--- config.mk ---
export PLATFORM = sky130hd
export DESIGN_NAME = svd_des_end_flat
export DESIGN_NICKNAME = d
export VERILOG_FILES = /design/src/verilog/svd_pkg.sv /design/src/verilog/svd_link_if.sv /design/src/verilog/svd_des_end.sv /design/src/flat_wrapper.sv
export VERILOG_INCLUDE_DIRS = /design/src /design/src/verilog
export SDC_FILE = /design/constraint.sdc
export NUM_CORES = 1
export LEC_CHECK = 0
export ABC_AREA = 0
export BUFFER_PORTS_ARGS = -buffer_cell sky130_fd_sc_hd__buf_2
export CAP_MARGIN = 20
export CORE_MARGIN = 3
export CORE_UTILIZATION = 54
export CTS_CLUSTER_SIZE = 10
export DETAILED_ROUTE_END_ITERATION = 8
export GPL_TIMING_DRIVEN = 0
export PLACE_DENSITY_LB_ADDON = 0.15
export SLEW_MARGIN = 20
export SYNTH_ARGS = -nofsm -noshare
export SYNTH_HDL_FRONTEND = slang
export SYNTH_SLANG_ARGS = --single-unit
--- constraint.sdc ---
create_clock -name ref_clk_in -period 3.7 [get_ports ref_clk_in]
set_input_delay 0.37 -clock ref_clk_in [delete_from_list [all_inputs] [get_ports ref_clk_in]]
set_output_delay 0.37 -clock ref_clk_in [all_outputs]
set_load 0.02 [all_outputs]
--- src/verilog/svd_defs.svh ---
`ifndef SVD_DEFS_SVH
`define SVD_DEFS_SVH
// Register indices; the byte address is four times the index.
`define SVD_IDX_SSC 8'h02
`define SVD_IDX_ERRA 8'h1A
`define SVD_IDX_ERRB 8'h1B
`define SVD_IDX_CTRL 8'h20
`define SVD_IDX_GPIO 8'h21
`define SVD_IDX_STAT 8'h22
// Control register bit positions.
`define SVD_CTRL_SEL 0
`define SVD_CTRL_SRC 1
`define SVD_CTRL_BCEN 2
`define SVD_CTRL_EDGE 3
`define SVD_CTRL_XOSC 4
// Reset values.
`define SVD_CTRL_RST 8'h08
`define SVD_GPIO_RST 8'h00
`define SVD_SSC_RST 8'h00
// Forward frame layout: parity, two syncs, payload valid, payload.
`define SVD_FRAME_BITS 28
`define SVD_PAR_BIT 27
`define SVD_VAL_BIT 24
`define SVD_BACK_BITS 8
// Timing figures.
`define SVD_CLK_MHZ 100
`define SVD_LINK_DIV 8
`define SVD_LINE_MAX_MBPS 1400
`define SVD_LINE_MBPS (`SVD_CLK_MHZ / `SVD_LINK_DIV)
`define SVD_LOCK_FRAMES 4
`define SVD_LINK_TIMEOUT 64
`define SVD_GPIO_SKEW_US 25
`define SVD_GPIO_SKEW_CYC (`SVD_GPIO_SKEW_US * `SVD_CLK_MHZ)
`define SVD_SEQ_CLK 5
`define SVD_SEQ_END 6
`define SVD_POOL_BITS 48
`endif

--- src/verilog/svd_pkg.sv ---
package svd_pkg;
   // Data width modes of the link.
   typedef enum logic [1:0] {SVD_MODE_12LF, SVD_MODE_12HF, SVD_MODE_10B} svd_mode_t;
   // Receiver lock states.
   typedef enum logic [1:0] {SVD_ST_OFF, SVD_ST_SEEK, SVD_ST_LOCK} svd_lock_t;

   // Bits in one pixel for a mode.
   function automatic logic [5:0] svd_pix_bits(svd_mode_t m);
      return (m == SVD_MODE_10B) ? 6'd10 : 6'd12;
   endfunction

   // Payload bits carried by one frame: one, one and a half or two pixels.
   function automatic logic [5:0] svd_pay_bits(svd_mode_t m);
      case (m)
         SVD_MODE_12LF: return 6'd12;
         SVD_MODE_12HF: return 6'd18;
         default: return 6'd20;
      endcase
   endfunction

   // Four-bit check code, polynomial x^4+x+1, data taken high bit first.
   function automatic logic [3:0] svd_crc4(logic [3:0] d);
      logic [3:0] c;
      logic fb;
      c = 4'h0;
      for (int i = 3; i >= 0; i--) begin
         fb = c[3] ^ d[i];
         c = {c[2:0], 1'b0} ^ (fb ? 4'h3 : 4'h0);
      end
      return c;
   endfunction
endpackage

--- src/verilog/svd_link_if.sv ---
`timescale 1ns/1ps
// One serial link between a serializer and one input of the deserializer.
interface svd_link_if;
   logic s_clk; // Link bit clock made by the serializer.
   logic s_dat; // Forward bit, changes after the falling link clock edge.
   logic s_frm; // High during bit 0 of each forward frame.
   logic b_dat; // Back-channel bit.
   logic b_oe; // Back-channel driver on.
   modport ser (output s_clk, output s_dat, output s_frm, input b_dat, input b_oe);
   modport des (input s_clk, input s_dat, input s_frm, output b_dat, output b_oe);
endinterface

--- src/verilog/svd_des_end.sv ---
`timescale 1ns/1ps
`include "svd_defs.svh"
module svd_des_end (
   input wire logic ref_clk_in,
   input wire logic reset_in,
   svd_link_if.des lnk_a,
   svd_link_if.des lnk_b,
   input wire svd_pkg::svd_mode_t mode_in,
   input wire logic power_enable_pin_in,
   input wire logic input_select_pin_in,
   input wire logic psel_in,
   input wire logic penable_in,
   input wire logic pwrite_in,
   input wire logic [7:0] paddr_in,
   input wire logic [31:0] pwdata_in,
   output logic [31:0] prdata_out,
   output logic pready_out,
   output logic pslverr_out,
   output logic [11:0] pix_data_out,
   output logic [1:0] line_frame_syncs_out,
   output logic pix_clk_out,
   output logic lock_out,
   output logic pass_out,
   output logic out_enable_out,
   input wire logic [3:0] gpio_in,
   output logic [3:0] gpio_out,
   output logic [3:0] gpio_oe_out
);
   import svd_pkg::*;

   logic lane_r; // Active input, 0 for A and 1 for B.
   logic [10:0] s1_r, s2_r; // Pin synchroniser stages.
   logic clk_d_r; // Delayed synchronised link clock for edge finding.
   logic [4:0] bit_r; // Next forward bit index; 28 means waiting for a frame.
   logic [27:0] sh_r; // Forward frame being collected.
   svd_lock_t st_r, st_nxt; // Lock state.
   logic [2:0] good_r; // Good frames seen while seeking.
   logic [6:0] idle_r; // Cycles since the last link clock rise.
   logic [15:0] err_r; // Parity error count.
   logic pass_r, lock_r, oe_r, pclk_r;
   logic [47:0] pool_r; // Received payload bits.
   logic [5:0] cnt_r;
   logic [1:0] syncs_r; // Syncs of the latest frame.
   logic [15:0] hold_r, out_r; // Pixel waiting and pixel on the pins.
   logic [4:0] seq_r; // Output sequencer step, 0 when idle.
   logic [7:0] lfsr_r; // Random source for staggering.
   logic [3:0] tri_r, gap_r; // Spread triangle and current extra gap.
   logic tri_up_r;
   logic [7:0] ctrl_r, gpio_r, ssc_r; // Software registers.
   logic [7:0] bfr_r; // Back frame being sent.
   logic bd_r, boea_r, boeb_r;
   logic [3:0] gout_r, goe_r;
   logic [31:0] prdata_r;
   logic pready_r, pslverr_r;

   // The 2:1 selector: only the active input reaches the receiver.
   wire [2:0] lane_w = lane_r ? {lnk_b.s_clk, lnk_b.s_dat, lnk_b.s_frm}
                              : {lnk_a.s_clk, lnk_a.s_dat, lnk_a.s_frm};
   wire [10:0] pin_w = {power_enable_pin_in, input_select_pin_in, gpio_in, mode_in, lane_w};
   wire frm_s = s2_r[0];
   wire dat_s = s2_r[1];
   wire clk_s = s2_r[2];
   wire svd_mode_t mode_s = svd_mode_t'(s2_r[4:3]);
   wire [3:0] gpio_s = s2_r[8:5];
   wire sel_pin_s = s2_r[9];
   wire pwr_s = s2_r[10];
   wire rise_w = clk_s & ~clk_d_r;
   wire fall_w = ~clk_s & clk_d_r;
   wire sel_w = ctrl_r[`SVD_CTRL_SRC] ? ctrl_r[`SVD_CTRL_SEL] : sel_pin_s;
   wire lane_chg_w = (lane_r != sel_w);
   wire [27:0] frame_w = {dat_s, sh_r[26:0]};
   wire done_w = rise_w & ~frm_s & (bit_r == 5'd27);
   wire par_ok_w = ~^frame_w;
   wire tmo_w = (idle_r == 7'(`SVD_LINK_TIMEOUT));
   wire lock_w = (st_r == SVD_ST_LOCK);
   wire edge_w = ctrl_r[`SVD_CTRL_EDGE];
   wire [3:0] dir_w = gpio_r[3:0] | (ctrl_r[`SVD_CTRL_XOSC] ? 4'hC : 4'h0);
   wire [3:0] gin_w = gpio_s & ~dir_w;
   wire [4:0] bidx_w = bit_r - 5'd1;

   // Payload bookkeeping: one, 1.5 or 2 pixels per frame.
   wire [5:0] pw_w = svd_pay_bits(mode_s);
   wire [5:0] wpix_w = svd_pix_bits(mode_s);
   wire emit_w = lock_w & (seq_r == 5'd0) & (cnt_r >= wpix_w);
   wire app_w = lock_w & done_w & frame_w[`SVD_VAL_BIT] & (cnt_r <= 6'd28);
   wire [47:0] pool_a_w = emit_w ? (pool_r >> wpix_w) : pool_r;
   wire [5:0] cnt_a_w = emit_w ? (cnt_r - wpix_w) : cnt_r;
   wire [23:0] pay_w = frame_w[23:0] & ~(24'hFFFFFF << pw_w);
   wire [47:0] pool_nxt = app_w ? (pool_a_w | (48'(pay_w) << cnt_a_w)) : pool_a_w;
   wire [5:0] cnt_nxt = app_w ? (cnt_a_w + pw_w) : cnt_a_w;
   wire [11:0] pix_w = pool_r[11:0] & ~(12'hFFF << wpix_w);
   wire [4:0] end_w = 5'(`SVD_SEQ_END) + {1'b0, gap_r};

   // Register decode over APB; index is the word address.
   wire [7:0] idx_w = {2'b00, paddr_in[7:2]};
   wire al_w = (paddr_in[1:0] == 2'b00);
   wire h_ssc = al_w & (idx_w == `SVD_IDX_SSC);
   wire h_erra = al_w & (idx_w == `SVD_IDX_ERRA);
   wire h_errb = al_w & (idx_w == `SVD_IDX_ERRB);
   wire h_ctrl = al_w & (idx_w == `SVD_IDX_CTRL);
   wire h_gpio = al_w & (idx_w == `SVD_IDX_GPIO);
   wire h_stat = al_w & (idx_w == `SVD_IDX_STAT);
   wire hit_w = h_ssc | h_erra | h_errb | h_ctrl | h_gpio | h_stat;
   wire setup_w = psel_in & ~penable_in;
   wire wr_w = psel_in & penable_in & pwrite_in & pready_r;
   wire [7:0] stat_w = {gpio_s, 1'b0, lane_r, pass_r, lock_r};
   wire [7:0] rd_w = ({8{h_ssc}} & ssc_r) | ({8{h_erra}} & err_r[7:0])
                   | ({8{h_errb}} & err_r[15:8]) | ({8{h_ctrl}} & ctrl_r)
                   | ({8{h_gpio}} & gpio_r) | ({8{h_stat}} & stat_w);

   assign prdata_out = prdata_r;
   assign pready_out = pready_r;
   assign pslverr_out = pslverr_r;
   assign pix_data_out = out_r[11:0];
   assign line_frame_syncs_out = out_r[13:12];
   assign pix_clk_out = pclk_r;
   assign lock_out = lock_r;
   assign pass_out = pass_r;
   assign out_enable_out = oe_r;
   assign gpio_out = gout_r;
   assign gpio_oe_out = goe_r;
   assign lnk_a.b_dat = bd_r;
   assign lnk_b.b_dat = bd_r;
   assign lnk_a.b_oe = boea_r;
   assign lnk_b.b_oe = boeb_r;

   // The mode, power, select, GPIO and link pins pass two flip-flops; the edge finder reads only the second.
   always_ff @(posedge ref_clk_in) begin
      if (reset_in) begin
         s1_r <= 11'h0;
         s2_r <= 11'h0;
         clk_d_r <= 1'b0;
      end else begin
         s1_r <= pin_w;
         s2_r <= s1_r;
         clk_d_r <= clk_s;
      end
   end

   // Forward bits are taken at the rising link clock edge.
   always_ff @(posedge ref_clk_in) begin
      if (reset_in) begin
         bit_r <= 5'd28;
         sh_r <= 28'h0;
      end else if (rise_w) begin
         if (frm_s) begin
            sh_r[0] <= dat_s;
            bit_r <= 5'd1;
         end else if (bit_r < 5'd28) begin
            sh_r[bit_r] <= dat_s;
            bit_r <= bit_r + 5'd1;
         end
      end
   end

   // Lock sequence: power, then several good frames in a row.
   always_comb begin
      st_nxt = st_r;
      case (st_r)
         SVD_ST_OFF: begin
            st_nxt = SVD_ST_SEEK;
         end
         SVD_ST_SEEK: begin
            if (done_w && par_ok_w && good_r == 3'(`SVD_LOCK_FRAMES - 1)) begin
               st_nxt = SVD_ST_LOCK;
            end
         end
         SVD_ST_LOCK: begin
            if (tmo_w) begin
               st_nxt = SVD_ST_SEEK;
            end
         end
         default: begin
            st_nxt = SVD_ST_OFF;
         end
      endcase
      if (!pwr_s) begin
         st_nxt = SVD_ST_OFF;
      end else if (lane_chg_w && st_r != SVD_ST_OFF) begin
         st_nxt = SVD_ST_SEEK;
      end
   end

   // State, good frame run, link idle timer and the active input.
   always_ff @(posedge ref_clk_in) begin
      if (reset_in) begin
         st_r <= SVD_ST_OFF;
         good_r <= 3'd0;
         idle_r <= 7'd0;
         lane_r <= 1'b0;
      end else begin
         st_r <= st_nxt;
         lane_r <= sel_w;
         idle_r <= rise_w ? 7'd0 : (tmo_w ? idle_r : idle_r + 7'd1);
         if (st_r != SVD_ST_SEEK || tmo_w || lane_chg_w) begin
            good_r <= 3'd0;
         end else if (done_w) begin
            good_r <= par_ok_w ? good_r + 3'd1 : 3'd0;
         end
      end
   end

   // Error count clears out of lock and saturates; pass follows each frame.
   always_ff @(posedge ref_clk_in) begin
      if (reset_in) begin
         err_r <= 16'h0;
         pass_r <= 1'b0;
         lock_r <= 1'b0;
         oe_r <= 1'b0;
      end else begin
         lock_r <= lock_w;
         oe_r <= pwr_s;
         if (!lock_w) begin
            err_r <= 16'h0;
            pass_r <= 1'b0;
         end else if (done_w) begin
            pass_r <= par_ok_w;
            if (!par_ok_w && err_r != 16'hFFFF) begin
               err_r <= err_r + 16'h1;
            end
         end
      end
   end

   // Pool of payload bits and the pixel handed to the output sequencer.
   always_ff @(posedge ref_clk_in) begin
      if (reset_in || !lock_w) begin
         pool_r <= 48'h0;
         cnt_r <= 6'd0;
         syncs_r <= 2'b00;
         hold_r <= 16'h0;
      end else begin
         pool_r <= pool_nxt;
         cnt_r <= cnt_nxt;
         if (app_w) begin
            syncs_r <= frame_w[26:25];
         end
         if (emit_w) begin
            hold_r <= {2'b00, syncs_r, pix_w};
         end
      end
   end

   // Sequencer, random source and spread triangle; gap shaped by profile.
   always_ff @(posedge ref_clk_in) begin
      if (reset_in || !lock_w) begin
         seq_r <= 5'd0;
         lfsr_r <= 8'h5A;
         tri_r <= 4'h0;
         tri_up_r <= 1'b1;
         gap_r <= 4'h0;
      end else if (emit_w) begin
         seq_r <= 5'd1;
         lfsr_r <= {lfsr_r[6:0], lfsr_r[7] ^ lfsr_r[5] ^ lfsr_r[4] ^ lfsr_r[3]};
         tri_r <= tri_up_r ? tri_r + 4'h1 : tri_r - 4'h1;
         tri_up_r <= tri_up_r ? (tri_r != 4'hE) : (tri_r == 4'h1);
         gap_r <= tri_r & ssc_r[3:0];
      end else if (seq_r != 5'd0) begin
         seq_r <= (seq_r == end_w) ? 5'd0 : seq_r + 5'd1;
      end
   end

   // Each nibble group moves at its own random step inside a 4-cycle window.
   for (genvar g = 0; g < 4; g++) begin : g_stag
      always_ff @(posedge ref_clk_in) begin
         if (reset_in || !lock_w) begin
            out_r[4*g +: 4] <= 4'h0;
         end else if (seq_r == 5'd1 + {3'b000, lfsr_r[2*g +: 2]}) begin
            out_r[4*g +: 4] <= hold_r[4*g +: 4];
         end
      end
   end

   // Pixel clock makes the chosen edge after the data window.
   always_ff @(posedge ref_clk_in) begin
      if (reset_in) begin
         pclk_r <= 1'b0;
      end else begin
         pclk_r <= (lock_w && seq_r == 5'(`SVD_SEQ_CLK)) ? edge_w : ~edge_w;
      end
   end

   // Back frame: forwarded input pins and their check code.
   always_ff @(posedge ref_clk_in) begin
      if (reset_in) begin
         bfr_r <= 8'h0;
         bd_r <= 1'b0;
         boea_r <= 1'b0;
         boeb_r <= 1'b0;
      end else begin
         if (rise_w && frm_s) begin
            bfr_r <= {svd_crc4(gin_w), gin_w};
         end
         if (fall_w) begin
            bd_r <= (bidx_w < 5'd8) ? bfr_r[bidx_w[2:0]] : 1'b0;
         end
         // Driver only on the selected input, once software enables it.
         boea_r <= pwr_s & ctrl_r[`SVD_CTRL_BCEN] & ~sel_w;
         boeb_r <= pwr_s & ctrl_r[`SVD_CTRL_BCEN] & sel_w;
      end
   end

   // Local pin outputs; pins two and three forced out with external oscillator.
   always_ff @(posedge ref_clk_in) begin
      if (reset_in) begin
         gout_r <= 4'h0;
         goe_r <= 4'h0;
      end else begin
         gout_r <= gpio_r[7:4];
         goe_r <= pwr_s ? dir_w : 4'h0;
      end
   end

   // APB slave: answers in the first access cycle, error on unmapped words.
   always_ff @(posedge ref_clk_in) begin
      if (reset_in) begin
         pready_r <= 1'b0;
         pslverr_r <= 1'b0;
         prdata_r <= 32'h0;
         ctrl_r <= `SVD_CTRL_RST;
         gpio_r <= `SVD_GPIO_RST;
         ssc_r <= `SVD_SSC_RST;
      end else begin
         pready_r <= setup_w;
         pslverr_r <= setup_w & ~hit_w;
         if (setup_w) begin
            prdata_r <= {24'h0, rd_w};
         end
         if (wr_w && h_ctrl) begin
            ctrl_r <= {3'b000, pwdata_in[4:0]};
         end
         if (wr_w && h_gpio) begin
            gpio_r <= pwdata_in[7:0];
         end
         if (wr_w && h_ssc) begin
            ssc_r <= {4'h0, pwdata_in[3:0]};
         end
      end
   end
endmodule // svd_des_end

--- src/flat_wrapper.sv ---
// flat-port wrapper written by rule: the top's interface ports become plain ports
module svd_des_end_flat import svd_pkg::*;
  (ref_clk_in, reset_in, mode_in, power_enable_pin_in, input_select_pin_in, psel_in, penable_in, pwrite_in, paddr_in, pwdata_in, prdata_out, pready_out, pslverr_out, pix_data_out, line_frame_syncs_out, pix_clk_out, lock_out, pass_out, out_enable_out, gpio_in, gpio_out, gpio_oe_out, lnk_a_s_clk, lnk_a_s_dat, lnk_a_s_frm, lnk_a_b_dat, lnk_a_b_oe, lnk_b_s_clk, lnk_b_s_dat, lnk_b_s_frm, lnk_b_b_dat, lnk_b_b_oe);
  svd_link_if lnk_a_i ();
  svd_link_if lnk_b_i ();
  input wire logic ref_clk_in;
  input wire logic reset_in;
  input wire svd_pkg::svd_mode_t mode_in;
  input wire logic power_enable_pin_in;
  input wire logic input_select_pin_in;
  input wire logic psel_in;
  input wire logic penable_in;
  input wire logic pwrite_in;
  input wire logic [7:0] paddr_in;
  input wire logic [31:0] pwdata_in;
  output logic [31:0] prdata_out;
  output logic pready_out;
  output logic pslverr_out;
  output logic [11:0] pix_data_out;
  output logic [1:0] line_frame_syncs_out;
  output logic pix_clk_out;
  output logic lock_out;
  output logic pass_out;
  output logic out_enable_out;
  input wire logic [3:0] gpio_in;
  output logic [3:0] gpio_out;
  output logic [3:0] gpio_oe_out;
  input wire logic [$bits(lnk_a_i.s_clk)-1:0] lnk_a_s_clk;
  input wire logic [$bits(lnk_a_i.s_dat)-1:0] lnk_a_s_dat;
  input wire logic [$bits(lnk_a_i.s_frm)-1:0] lnk_a_s_frm;
  output wire logic [$bits(lnk_a_i.b_dat)-1:0] lnk_a_b_dat;
  output wire logic [$bits(lnk_a_i.b_oe)-1:0] lnk_a_b_oe;
  input wire logic [$bits(lnk_b_i.s_clk)-1:0] lnk_b_s_clk;
  input wire logic [$bits(lnk_b_i.s_dat)-1:0] lnk_b_s_dat;
  input wire logic [$bits(lnk_b_i.s_frm)-1:0] lnk_b_s_frm;
  output wire logic [$bits(lnk_b_i.b_dat)-1:0] lnk_b_b_dat;
  output wire logic [$bits(lnk_b_i.b_oe)-1:0] lnk_b_b_oe;
  assign lnk_a_i.s_clk = lnk_a_s_clk;
  assign lnk_a_i.s_dat = lnk_a_s_dat;
  assign lnk_a_i.s_frm = lnk_a_s_frm;
  assign lnk_a_b_dat = lnk_a_i.b_dat;
  assign lnk_a_b_oe = lnk_a_i.b_oe;
  assign lnk_b_i.s_clk = lnk_b_s_clk;
  assign lnk_b_i.s_dat = lnk_b_s_dat;
  assign lnk_b_i.s_frm = lnk_b_s_frm;
  assign lnk_b_b_dat = lnk_b_i.b_dat;
  assign lnk_b_b_oe = lnk_b_i.b_oe;
  svd_des_end u_core (.ref_clk_in(ref_clk_in), .reset_in(reset_in), .lnk_a(lnk_a_i), .lnk_b(lnk_b_i), .mode_in(mode_in), .power_enable_pin_in(power_enable_pin_in), .input_select_pin_in(input_select_pin_in), .psel_in(psel_in), .penable_in(penable_in), .pwrite_in(pwrite_in), .paddr_in(paddr_in), .pwdata_in(pwdata_in), .prdata_out(prdata_out), .pready_out(pready_out), .pslverr_out(pslverr_out), .pix_data_out(pix_data_out), .line_frame_syncs_out(line_frame_syncs_out), .pix_clk_out(pix_clk_out), .lock_out(lock_out), .pass_out(pass_out), .out_enable_out(out_enable_out), .gpio_in(gpio_in), .gpio_out(gpio_out), .gpio_oe_out(gpio_oe_out));
endmodule
[Yosys cells after proc, flatten, opt, wreduce, memory -nomap -nowiden]
Cells that the tools add are included.
Word-level totals
  register bits after elaboration: 241
  input bits: 59
  output and inout bits: 64
  word-level logic and storage cells: 231
Cells by class
  add/subtract/negate cells: 15
  $lt $le $gt $ge: 7
  equality and inequality tests: 28
  shift-type cells: 4
  muxes and demuxes: 34
  bitwise gates (word level): 66
  reductions and logical operators: 35
Operators by type and width (number)
  48-bit two-way mux: 2
  48-bit bitwise OR: 1
  24-bit by 6-bit left shift with 48-bit output: 1
  48-bit by 6-bit >> shifter with 48-bit output: 1
  8-bit bitwise OR: 5
  8-bit bitwise AND: 4
  28-bit bitwise mux: 1
  28-bit XNOR reduction: 1
  24-bit bitwise AND: 1
  24-bit NOT: 1
  24-bit by 5-bit left shift with 24-bit output, first input constant: 1
  1-bit bitwise AND: 23
  5-bit by 3-bit equality test with 1-bit output: 4
  6-bit equality test, second input constant: 3
  16-bit by 1-bit adder with 16-bit output, second input constant: 1
  16-bit inequality test, second input constant: 1
  5-bit two-way mux: 3
  1-bit by 2-bit adder with 3-bit output, first input constant: 4
  12-bit bitwise AND: 1
  6-bit by 5-bit equality test with 1-bit output, second input constant: 2
  2-bit two-way mux: 6
  6-bit two-way mux: 2
  12-bit NOT: 1
  12-bit by 6-bit left shift with 12-bit output, first input constant: 1
  58 further kinds: 118

[Longest topological paths before layout]
Gate-level depths: netlist of run 1.
  depth after elaboration: 13
  depth in mapped cells: 17
  depth with buffers taken out: 13

[Least setup slack after synthesis of run 1]
OpenSTA, ideal clock, no wires.
  kind: register to register
  from: register u_core.seq_r[0]
  to: register u_core.cnt_r[5]
  setup time: 0.128 ns
  arrival: 3.460 ns
  required time: 3.572 ns
  slack: 0.112 ns
  stages on the path, launching flop included: 17
  buffers on the path: 3
  clock period less this slack: 3.588 ns
  cell sequence: dfxtp_1 -> clkbuf_1 -> inv_1 -> ha_1 -> or4b_1 -> buf_2 -> or4_1 -> nand2_1 -> inv_2 -> buf_1 -> ha_1 -> fa_1 -> a21o_1 -> a21oi_1 -> nor2_1 -> xnor2_1 -> nor2_1
Between the ends
  cells in the longest elaborated chain, start to end: 6
Ends and longest elaborated chain
  start: declaration: line svd_des_end.sv:45  | logic [4:0] seq_r;
  start signal: assignment: line svd_des_end.sv:259  | seq_r <= (seq_r == end_w) ? 5'd0 : seq_r + 5'd1;
  5-bit zero test (*): line svd_des_end.sv:84  | wire emit_w = lock_w & (seq_r == 5'd0) & (cnt_r >= wpix_w);
  1-bit bitwise AND (*) (2 in series): line svd_des_end.sv:84
  6-bit two-way mux (*): line svd_des_end.sv:87  | wire [5:0] cnt_a_w = emit_w ? (cnt_r - wpix_w) : cnt_r;
  6-bit by 5-bit adder with 6-bit output: line svd_des_end.sv:90  | wire [5:0] cnt_nxt = app_w ? (cnt_a_w + pw_w) : cnt_a_w;
  6-bit two-way mux (*): line svd_des_end.sv:90
  end signal: assignment: line svd_des_end.sv:234  | cnt_r <= cnt_nxt;
  end: declaration: line svd_des_end.sv:42  | logic [5:0] cnt_r;
Every way passes the cells marked *; elsewhere a longest branch is shown, timed or not.
A chain may end at the register's enable or synchronous reset.

[Worst setup path after layout of run 1]
  from: register u_core.seq_r[1]
  to: register u_core.pool_r[12]
Between the ends
  cells in the longest elaborated chain, start to end: 7
  elaborated cells on any way between the ends: 8
  those cells by class: shift: 1; mux: 3; bitwise: 3; reduce/logical: 1
Ends and longest elaborated chain
  5-bit zero test (*): line svd_des_end.sv:84
  1-bit bitwise AND (*) (2 in series): line svd_des_end.sv:84
  6-bit two-way mux: line svd_des_end.sv:87
  24-bit by 6-bit left shift with 48-bit output: line svd_des_end.sv:89  | wire [47:0] pool_nxt = app_w ? (pool_a_w | (48'(pay_w) << cnt_a_w)) : pool_a_w;
  48-bit bitwise OR: line svd_des_end.sv:89
  48-bit two-way mux (*): line svd_des_end.sv:89
  end signal: assignment: line svd_des_end.sv:233  | pool_r <= pool_nxt;
  end: declaration: line svd_des_end.sv:41  | logic [47:0] pool_r;
Marked as above.

==> out/metrics.cfg, run 1 <==
[global_route]
grt_use_total_pct = 29.5
grt-ovfl-total = 0
grt_max_degree = 15
grt_pass1_vias = 10400
antenna_found_initial = 0
grt_pass1_wl_um = 56900

[routing]
via_count = 11000
dr.pass1.iters = 5
vias_per_cell = 5.98
wl_per_cell_um = 19.9
drc = 0
drtIter0Drc = 803
final_antenna_net_count = 0
detail_route.wirelength_um = 36700

[clock_network]
path_clk_slew_ns = 0.06
htree_levels = 1
cts_tree = built
cts.sinks = 239
clkLatencyLatePin_ns = 0.55
numCtsBuffers = 28
holdBufCountCts = 0
cts_root_buf = clkbuf_16
clockBufferDepth = 3

[die]
num_rows = 54
core_um2 = 21900
chipHeight_um = 156
ioPinCount = 123
die_x_um = 156
die-area_um2 = 24200
start_util_pct = 55.3

[yosys]
synth_area_um2 = 12100
synth_warnings = 0
synth_ff_type = dfxtp_1
ys_ff_latch = 239
syn_area_per_cell_um2 = 8.44
synth_area_leader_cell = dfxtp_1
synth_common_cells = dfxtp_1, nand2_1, nor2_1
synthTopCellsByArea = dfxtp_1, mux2i_1, nand2_1, nor2_1, a21oi_1
synth_top_area_share_pct = 39.5
ys_seq_area_share_pct = 39.5
synth_edf_count = 0
synth_cells = 1433
synthMostInstantiatedCell = dfxtp_1
synth.distinct_cells = 71
async_flop_share_pct = 0

[sta]
holdWs_ns = 0.0292
period_share_pct = 95.6
fmax_ghz = 0.283
worstMarginPinSlew_ns = 0.928
setup_viol_count_final = 0
slew_headroom_pct = 38.2
setup_ws_ns = 0.164
period_minus_slack_ns = 3.54
finalMaxSlewViolations = 0
final_hold_viol_count = 0
fin_tns_setup_ns = 0
clock_skew_ns = 0.0130

[place]
dp.cells = 1810
dp_hpwl_um = 27400
io_buffer_count = 74
gp_routability_congestion = 0.972
post-place-ws_ns = -0.979

[critical_path]
required_ns = 4.09
cp.depth = 12
end_kind = flop
max_stage_delay_ns = 0.42
path_cells = inv_1, ha_1, or4b_1, buf_2, a211oi_4, mux2i_2, buf_6, buf_2, mux2i_2, mux2i_1, mux2i_2, o22ai_1
crit_path_max_fanout = 10
path_buf_inv = 4
path_class = flop to flop
crit_top_cell = mux2i_2
crit_slowest_cell = or4b_1
worstPathArrival_ns = 3.92
crit_family = multiplexers
cp-start-kind = flop
rr_worst_depth = 12

[finish]
area_delta_synth_final_pct = 13.8
nNetsFinal = 1644
multi_input_area_um2 = 6820
utilization_pct = 62.9
drive_gt1_share_pct = 11.5
ff_latch_area_um2 = 4790
final_cells = 1842
antennaDiodeCount = 0
fillers = 1942

[power]
vdd_ir_drop_max_uv = 367
leakage_nw = 5.19
p_per_area_nw_per_um2 = 379

[hold_path]
hp-class = primary input to flop
holdPathStages = 2

[run_status]
status = finished, final reports clean

[flow_run]
max-cap-violations = 0

[power breakdown]
group	internal (mW)	total (mW)	leakage, nW	switching [mW]
clock network	1.39	2.40	0.375	1.01
logic	0.0757	0.204	2.89	0.129
registers	2.60	2.61	1.93	0.0175
[sequential cells by signal, summed over array words and instances (netlist names), 5 cells and up]
signal               cells
u_core.err_r            16
u_core.ctrl_r            5
u_core.pix_data_out     12
u_core.s2_r             11
u_core.s1_r             11
u_core.bfr_r             8
u_core.prdata_out        8
u_core.lfsr_r            8
u_core.bit_r             5
u_core.seq_r             5
u_core.pool_r           48
u_core.idle_r            7
u_core.cnt_r             5
u_core.sh_r             27
u_core.gpio_r            8
u_core.hold_r           14
[repair_timing]
item / in CTS / in global routing
gates resized for setup: 17 / 22
buffers inserted: 2 / 0
pin swaps: 1 / 2
setup endpoints to repair: 52 / 34
[cells by family (layout without fill, tap and decap cells)]
group	Yosys count	after routing	synth area share (%)
xor gates and xnor gates	72	72	5.44
and+or+nand+nor	525	525	20.4
adders and majority gates	29	29	3.06
other	1	24	0.0310
muxes	96	96	8.46
buffers and inverters	148	254	5.52
DFF	239	239	39.5
AOI/OAI and AO/OA	323	323	17.5
[cell usage in the layout (no fill, tap or decap), drive strengths merged, types with 6 or more instances in the layout]
master    n
mux2i    92
a22o     23
nor2    145
nor3     17
a31oi    24
inv      29
clkbuf  107
nand4    12
a21oi   103
nor2b    34
and3     15
o22ai    11
xor2     19
nor3b     8
a32o      6
or3      15
nand2   177
ha       28
a211oi   13
dfxtp   239
a221oi   19
conb     24
a22oi    15
nand3    40
and2     19
nand3b    7
xnor2    51
o211ai    8
nand2b   11
o21ai    54
buf     115
[layer usage]
metal	vias to the layer above	part of all wire (%)	track usage [%]
met2	474	46	49.1
met4	0	3.9	10.8
li1	5243	-	-
met5	-	0	0
met3	99	7.7	4.99
met1	5207	42	38.9
[stage by stage]
stage,power (mW),cell area (µm²)
2_1_floorplan,2.80,12200
3_3_place_gp,2.87,12900
3_5_place_dp,2.87,12900
4_1_cts,5.25,13700
5_1_grt,5.38,13800
6_report,5.22,13800
[final timing paths]
path | start | end | slack (ns)
hold / removal | gpio_in[1] | u_core.s1_r[6]$_SDFF_PP0_ | 0.03
setup / recovery | u_core.seq_r[1]$_SDFFE_PP0P_ | u_core.pool_r[12]$_SDFF_PP0_ | 0.16
setup reg to reg | u_core.seq_r[1]$_SDFFE_PP0P_ | u_core.pool_r[12]$_SDFF_PP0_ | 0.16
hold reg to reg | u_core.s1_r[7]$_SDFF_PP0_ | u_core.s2_r[7]$_SDFF_PP0_ | 0.43
[final cells by class]
cell class / count / share of cell area (%)
clock buffer: 34 / 5.40
tap: 280 / 2.54
sequential: 239 / 34.8
inverter: 30 / 0.827
clock inverter: 2 / 0.154
buffer: 112 / 3.99
timing repair buffer: 76 / 2.80
multi-input combinational: 1069 / 49.5
Power figures use the tool's default switching activity.
==> run 2, diff against run 1 <==
- CTS_CLUSTER_SIZE: 10 -> 30
- RECOVER_POWER: not set -> 50
==> run 2 against run 1 <==
  * Die area unchanged
  * Highest routed layer unchanged
  * Fmax down 1.8%
  * Clock power up 13%
  * Register-to-register slack worse by 0.06 ns
  * Cell area up 0.70%
  * Worst setup slack worse by 0.064 ns
  * First-iteration DRC count up 2.9%
  * Count of clock-buffer cells in the layout down 4
  * Total power up 6.2%
==> out/metrics.cfg, run 2 (same netlist as run 1, synthesis figures left out) <==
[power]
vdd_ir_drop_max_uv = 323
leakage_nw = 5.09
p_total_mw = 5.54
p_per_area_nw_per_um2 = 400

[die]
chipHeight_um = 156
core_um2 = 21900
start_util_pct = 55.3
ioPinCount = 123
die-area_um2 = 24200
die_x_um = 156
num_rows = 54

[critical_path]
path_cells = clkbuf_4, nor2b_4, clkbuf_4, clkbuf_4, nand2b_1, ha_1, o2111ai_1, a22o_1, buf_2, clkbuf_1, nor2_1, a221oi_1, o22ai_1
worstPathArrival_ns = 3.98
path_buf_inv = 5
max_stage_delay_ns = 0.56
r2r_slack_ns = 0.1
timing.rr.end = u_core.pool_r[29]$_SDFF_PP0_
end_kind = flop
crit_top_cell = clkbuf_4
crit-reg2reg-launch = u_core.s2_r[4]$_SDFF_PP0_
rr_worst_depth = 13
crit_family = buffers and inverters
cp-start-kind = flop
required_ns = 4.08
path_class = flop to flop
crit_path_max_fanout = 10
crit_slowest_cell = clkbuf_1
cp.depth = 13
worstSetupStartpoint = u_core.s2_r[4]$_SDFF_PP0_
crit_path_end = u_core.pool_r[29]$_SDFF_PP0_

[clock_network]
cts_root_buf = clkbuf_16
clockBufferDepth = 3
numCtsBuffers = 25
path_clk_slew_ns = 0.06
holdBufCountCts = 0
cts_tree = built
clkLatencyLatePin_ns = 0.53
htree_levels = 1
cts.sinks = 239

[finish]
top_register = u_core.pool_r
largest_register_ffs = 48
reg_top3 = u_core.pool_r (48), u_core.sh_r (27), u_core.err_r (16)
drive_gt1_share_pct = 9.46
mostFrequentLayoutCell = dfxtp_1
layout_common_cells = dfxtp_1, nand2_1, nor2_1
utilization_pct = 63.4
antennaDiodeCount = 0
area_delta_synth_final_pct = 14.6
nNetsFinal = 1645

[global_route]
grt_max_degree = 15
grt_pass1_wl_um = 57200
grt_use_total_pct = 29.7
grt-ovfl-total = 0
grt_pass1_vias = 10400
antenna_found_initial = 0

[routing]
final_antenna_net_count = 0
drc = 0
via_count = 11100
drtIter0Drc = 826
vias_per_cell = 5.97
dr.pass1.iters = 9
wl_per_cell_um = 19.8
detail_route.wirelength_um = 36800

[sta]
holdWs_ns = 0.0506
setup_ws_ns = 0.0996
clock_skew_ns = 0.00983
period_share_pct = 97.3
rsz0062_at_grt = false
period_minus_slack_ns = 3.60
setup_viol_count_final = 0
fmax_ghz = 0.278
slew_headroom_pct = 41.8
finalMaxSlewViolations = 0
worstMarginPinSlew_ns = 0.873
final_hold_viol_count = 0

[hold_path]
hp-class = primary input to flop

[place]
post-place-ws_ns = -0.979
dp_hpwl_um = 27400
io_buffer_count = 74
gp_routability_congestion = 0.972

[flow_run]
max-cap-violations = 0

[run_status]
status = finished, final reports clean

## run 2: cell types whose count changed in the layout (fill, tap and decap cells not counted), sizes merged
| cell | previous run | this run |
|---|---|---|
| inv | 29 | 33 |
| clkbuf | 107 | 147 |
| bufinv | 0 | 5 |
| buf | 115 | 75 |
| clkinvlp | 0 | 3 |
| clkinv | 3 | 4 |
## run 2: what timing repair did
item                                   CTS  global route
pin swaps                                1             2
setup endpoints to repair               52            36
endpoints found under the hold margin    0             0
resized for setup                       20            18
setup buffers                            2             3
## run 2: how the worst min path moves through the flow
stage | end | slack, ns | depth (start not counted) | start
finish | u_core.s1_r[7]$_SDFF_PP0_ | 0.05 | 2 | gpio_in[2]
global route | u_core.s1_r[10]$_SDFF_PP0_ | 0.04 | 2 | power_enable_pin_in
CTS | u_core.s1_r[10]$_SDFF_PP0_ | 0.03 | 2 | power_enable_pin_in
detailed placement | u_core.s2_r[7]$_SDFF_PP0_ | 0.42 | 1 | u_core.s1_r[7]$_SDFF_PP0_
global placement | u_core.s2_r[1]$_SDFF_PP0_ | 0.42 | 1 | u_core.s1_r[1]$_SDFF_PP0_
floorplan | u_core.s2_r[0]$_SDFF_PP0_ | 0.41 | 1 | u_core.s1_r[0]$_SDFF_PP0_
## run 2: final cells by class
type	count	area (µm²)
clock buffers	30	674
clock inverters	15	219
multi-input cells	1069	6810
plain buffers	113	558
flip-flops and latches	239	4790
well taps	280	350
repair buffers	79	357
fillers	1959	8020
inverters	30	115
## run 2: power by group
group / total (mW) / leakage [nW] / switching (mW) / internal, mW
clock network: 2.72 / 0.432 / 1.07 / 1.66
registers: 2.61 / 1.93 / 0.0162 / 2.59
logic: 0.207 / 2.72 / 0.131 / 0.0756
total: 5.54 / 5.09 / 1.22 / 4.33
## run 2: stage by stage
stage                     setup TNS, ns  cell area, µm²  std cells
after floorplan                       0           12200       1456
after global placement           -33.10           12900       1810
after detailed placement         -33.60           12900       1810
after CTS                             0           13900       1854
after global routing                  0           13900       1855
final                                 0           13900       1855
## run 2: worst reg2reg max path, stage by stage, from the launching register on
cell and delay [ns]:
dfxtp_1 0.36, clkbuf_4 0.22, nor2b_4 0.21, clkbuf_4 0.24
clkbuf_4 0.23, nand2b_1 0.08, ha_1 0.22, o2111ai_1 0.20
a22o_1 0.16, buf_2 0.21, clkbuf_1 0.56, nor2_1 0.22
a221oi_1 0.40, o22ai_1 0.14
## run 2: metal layers
layer | share of wire [%] | global-route usage (%)
met4 | 3.8 | 10.0
met3 | 7.6 | 5.16
met5 | 0 | 0
met2 | 46 | 49.1
met1 | 43 | 39.4
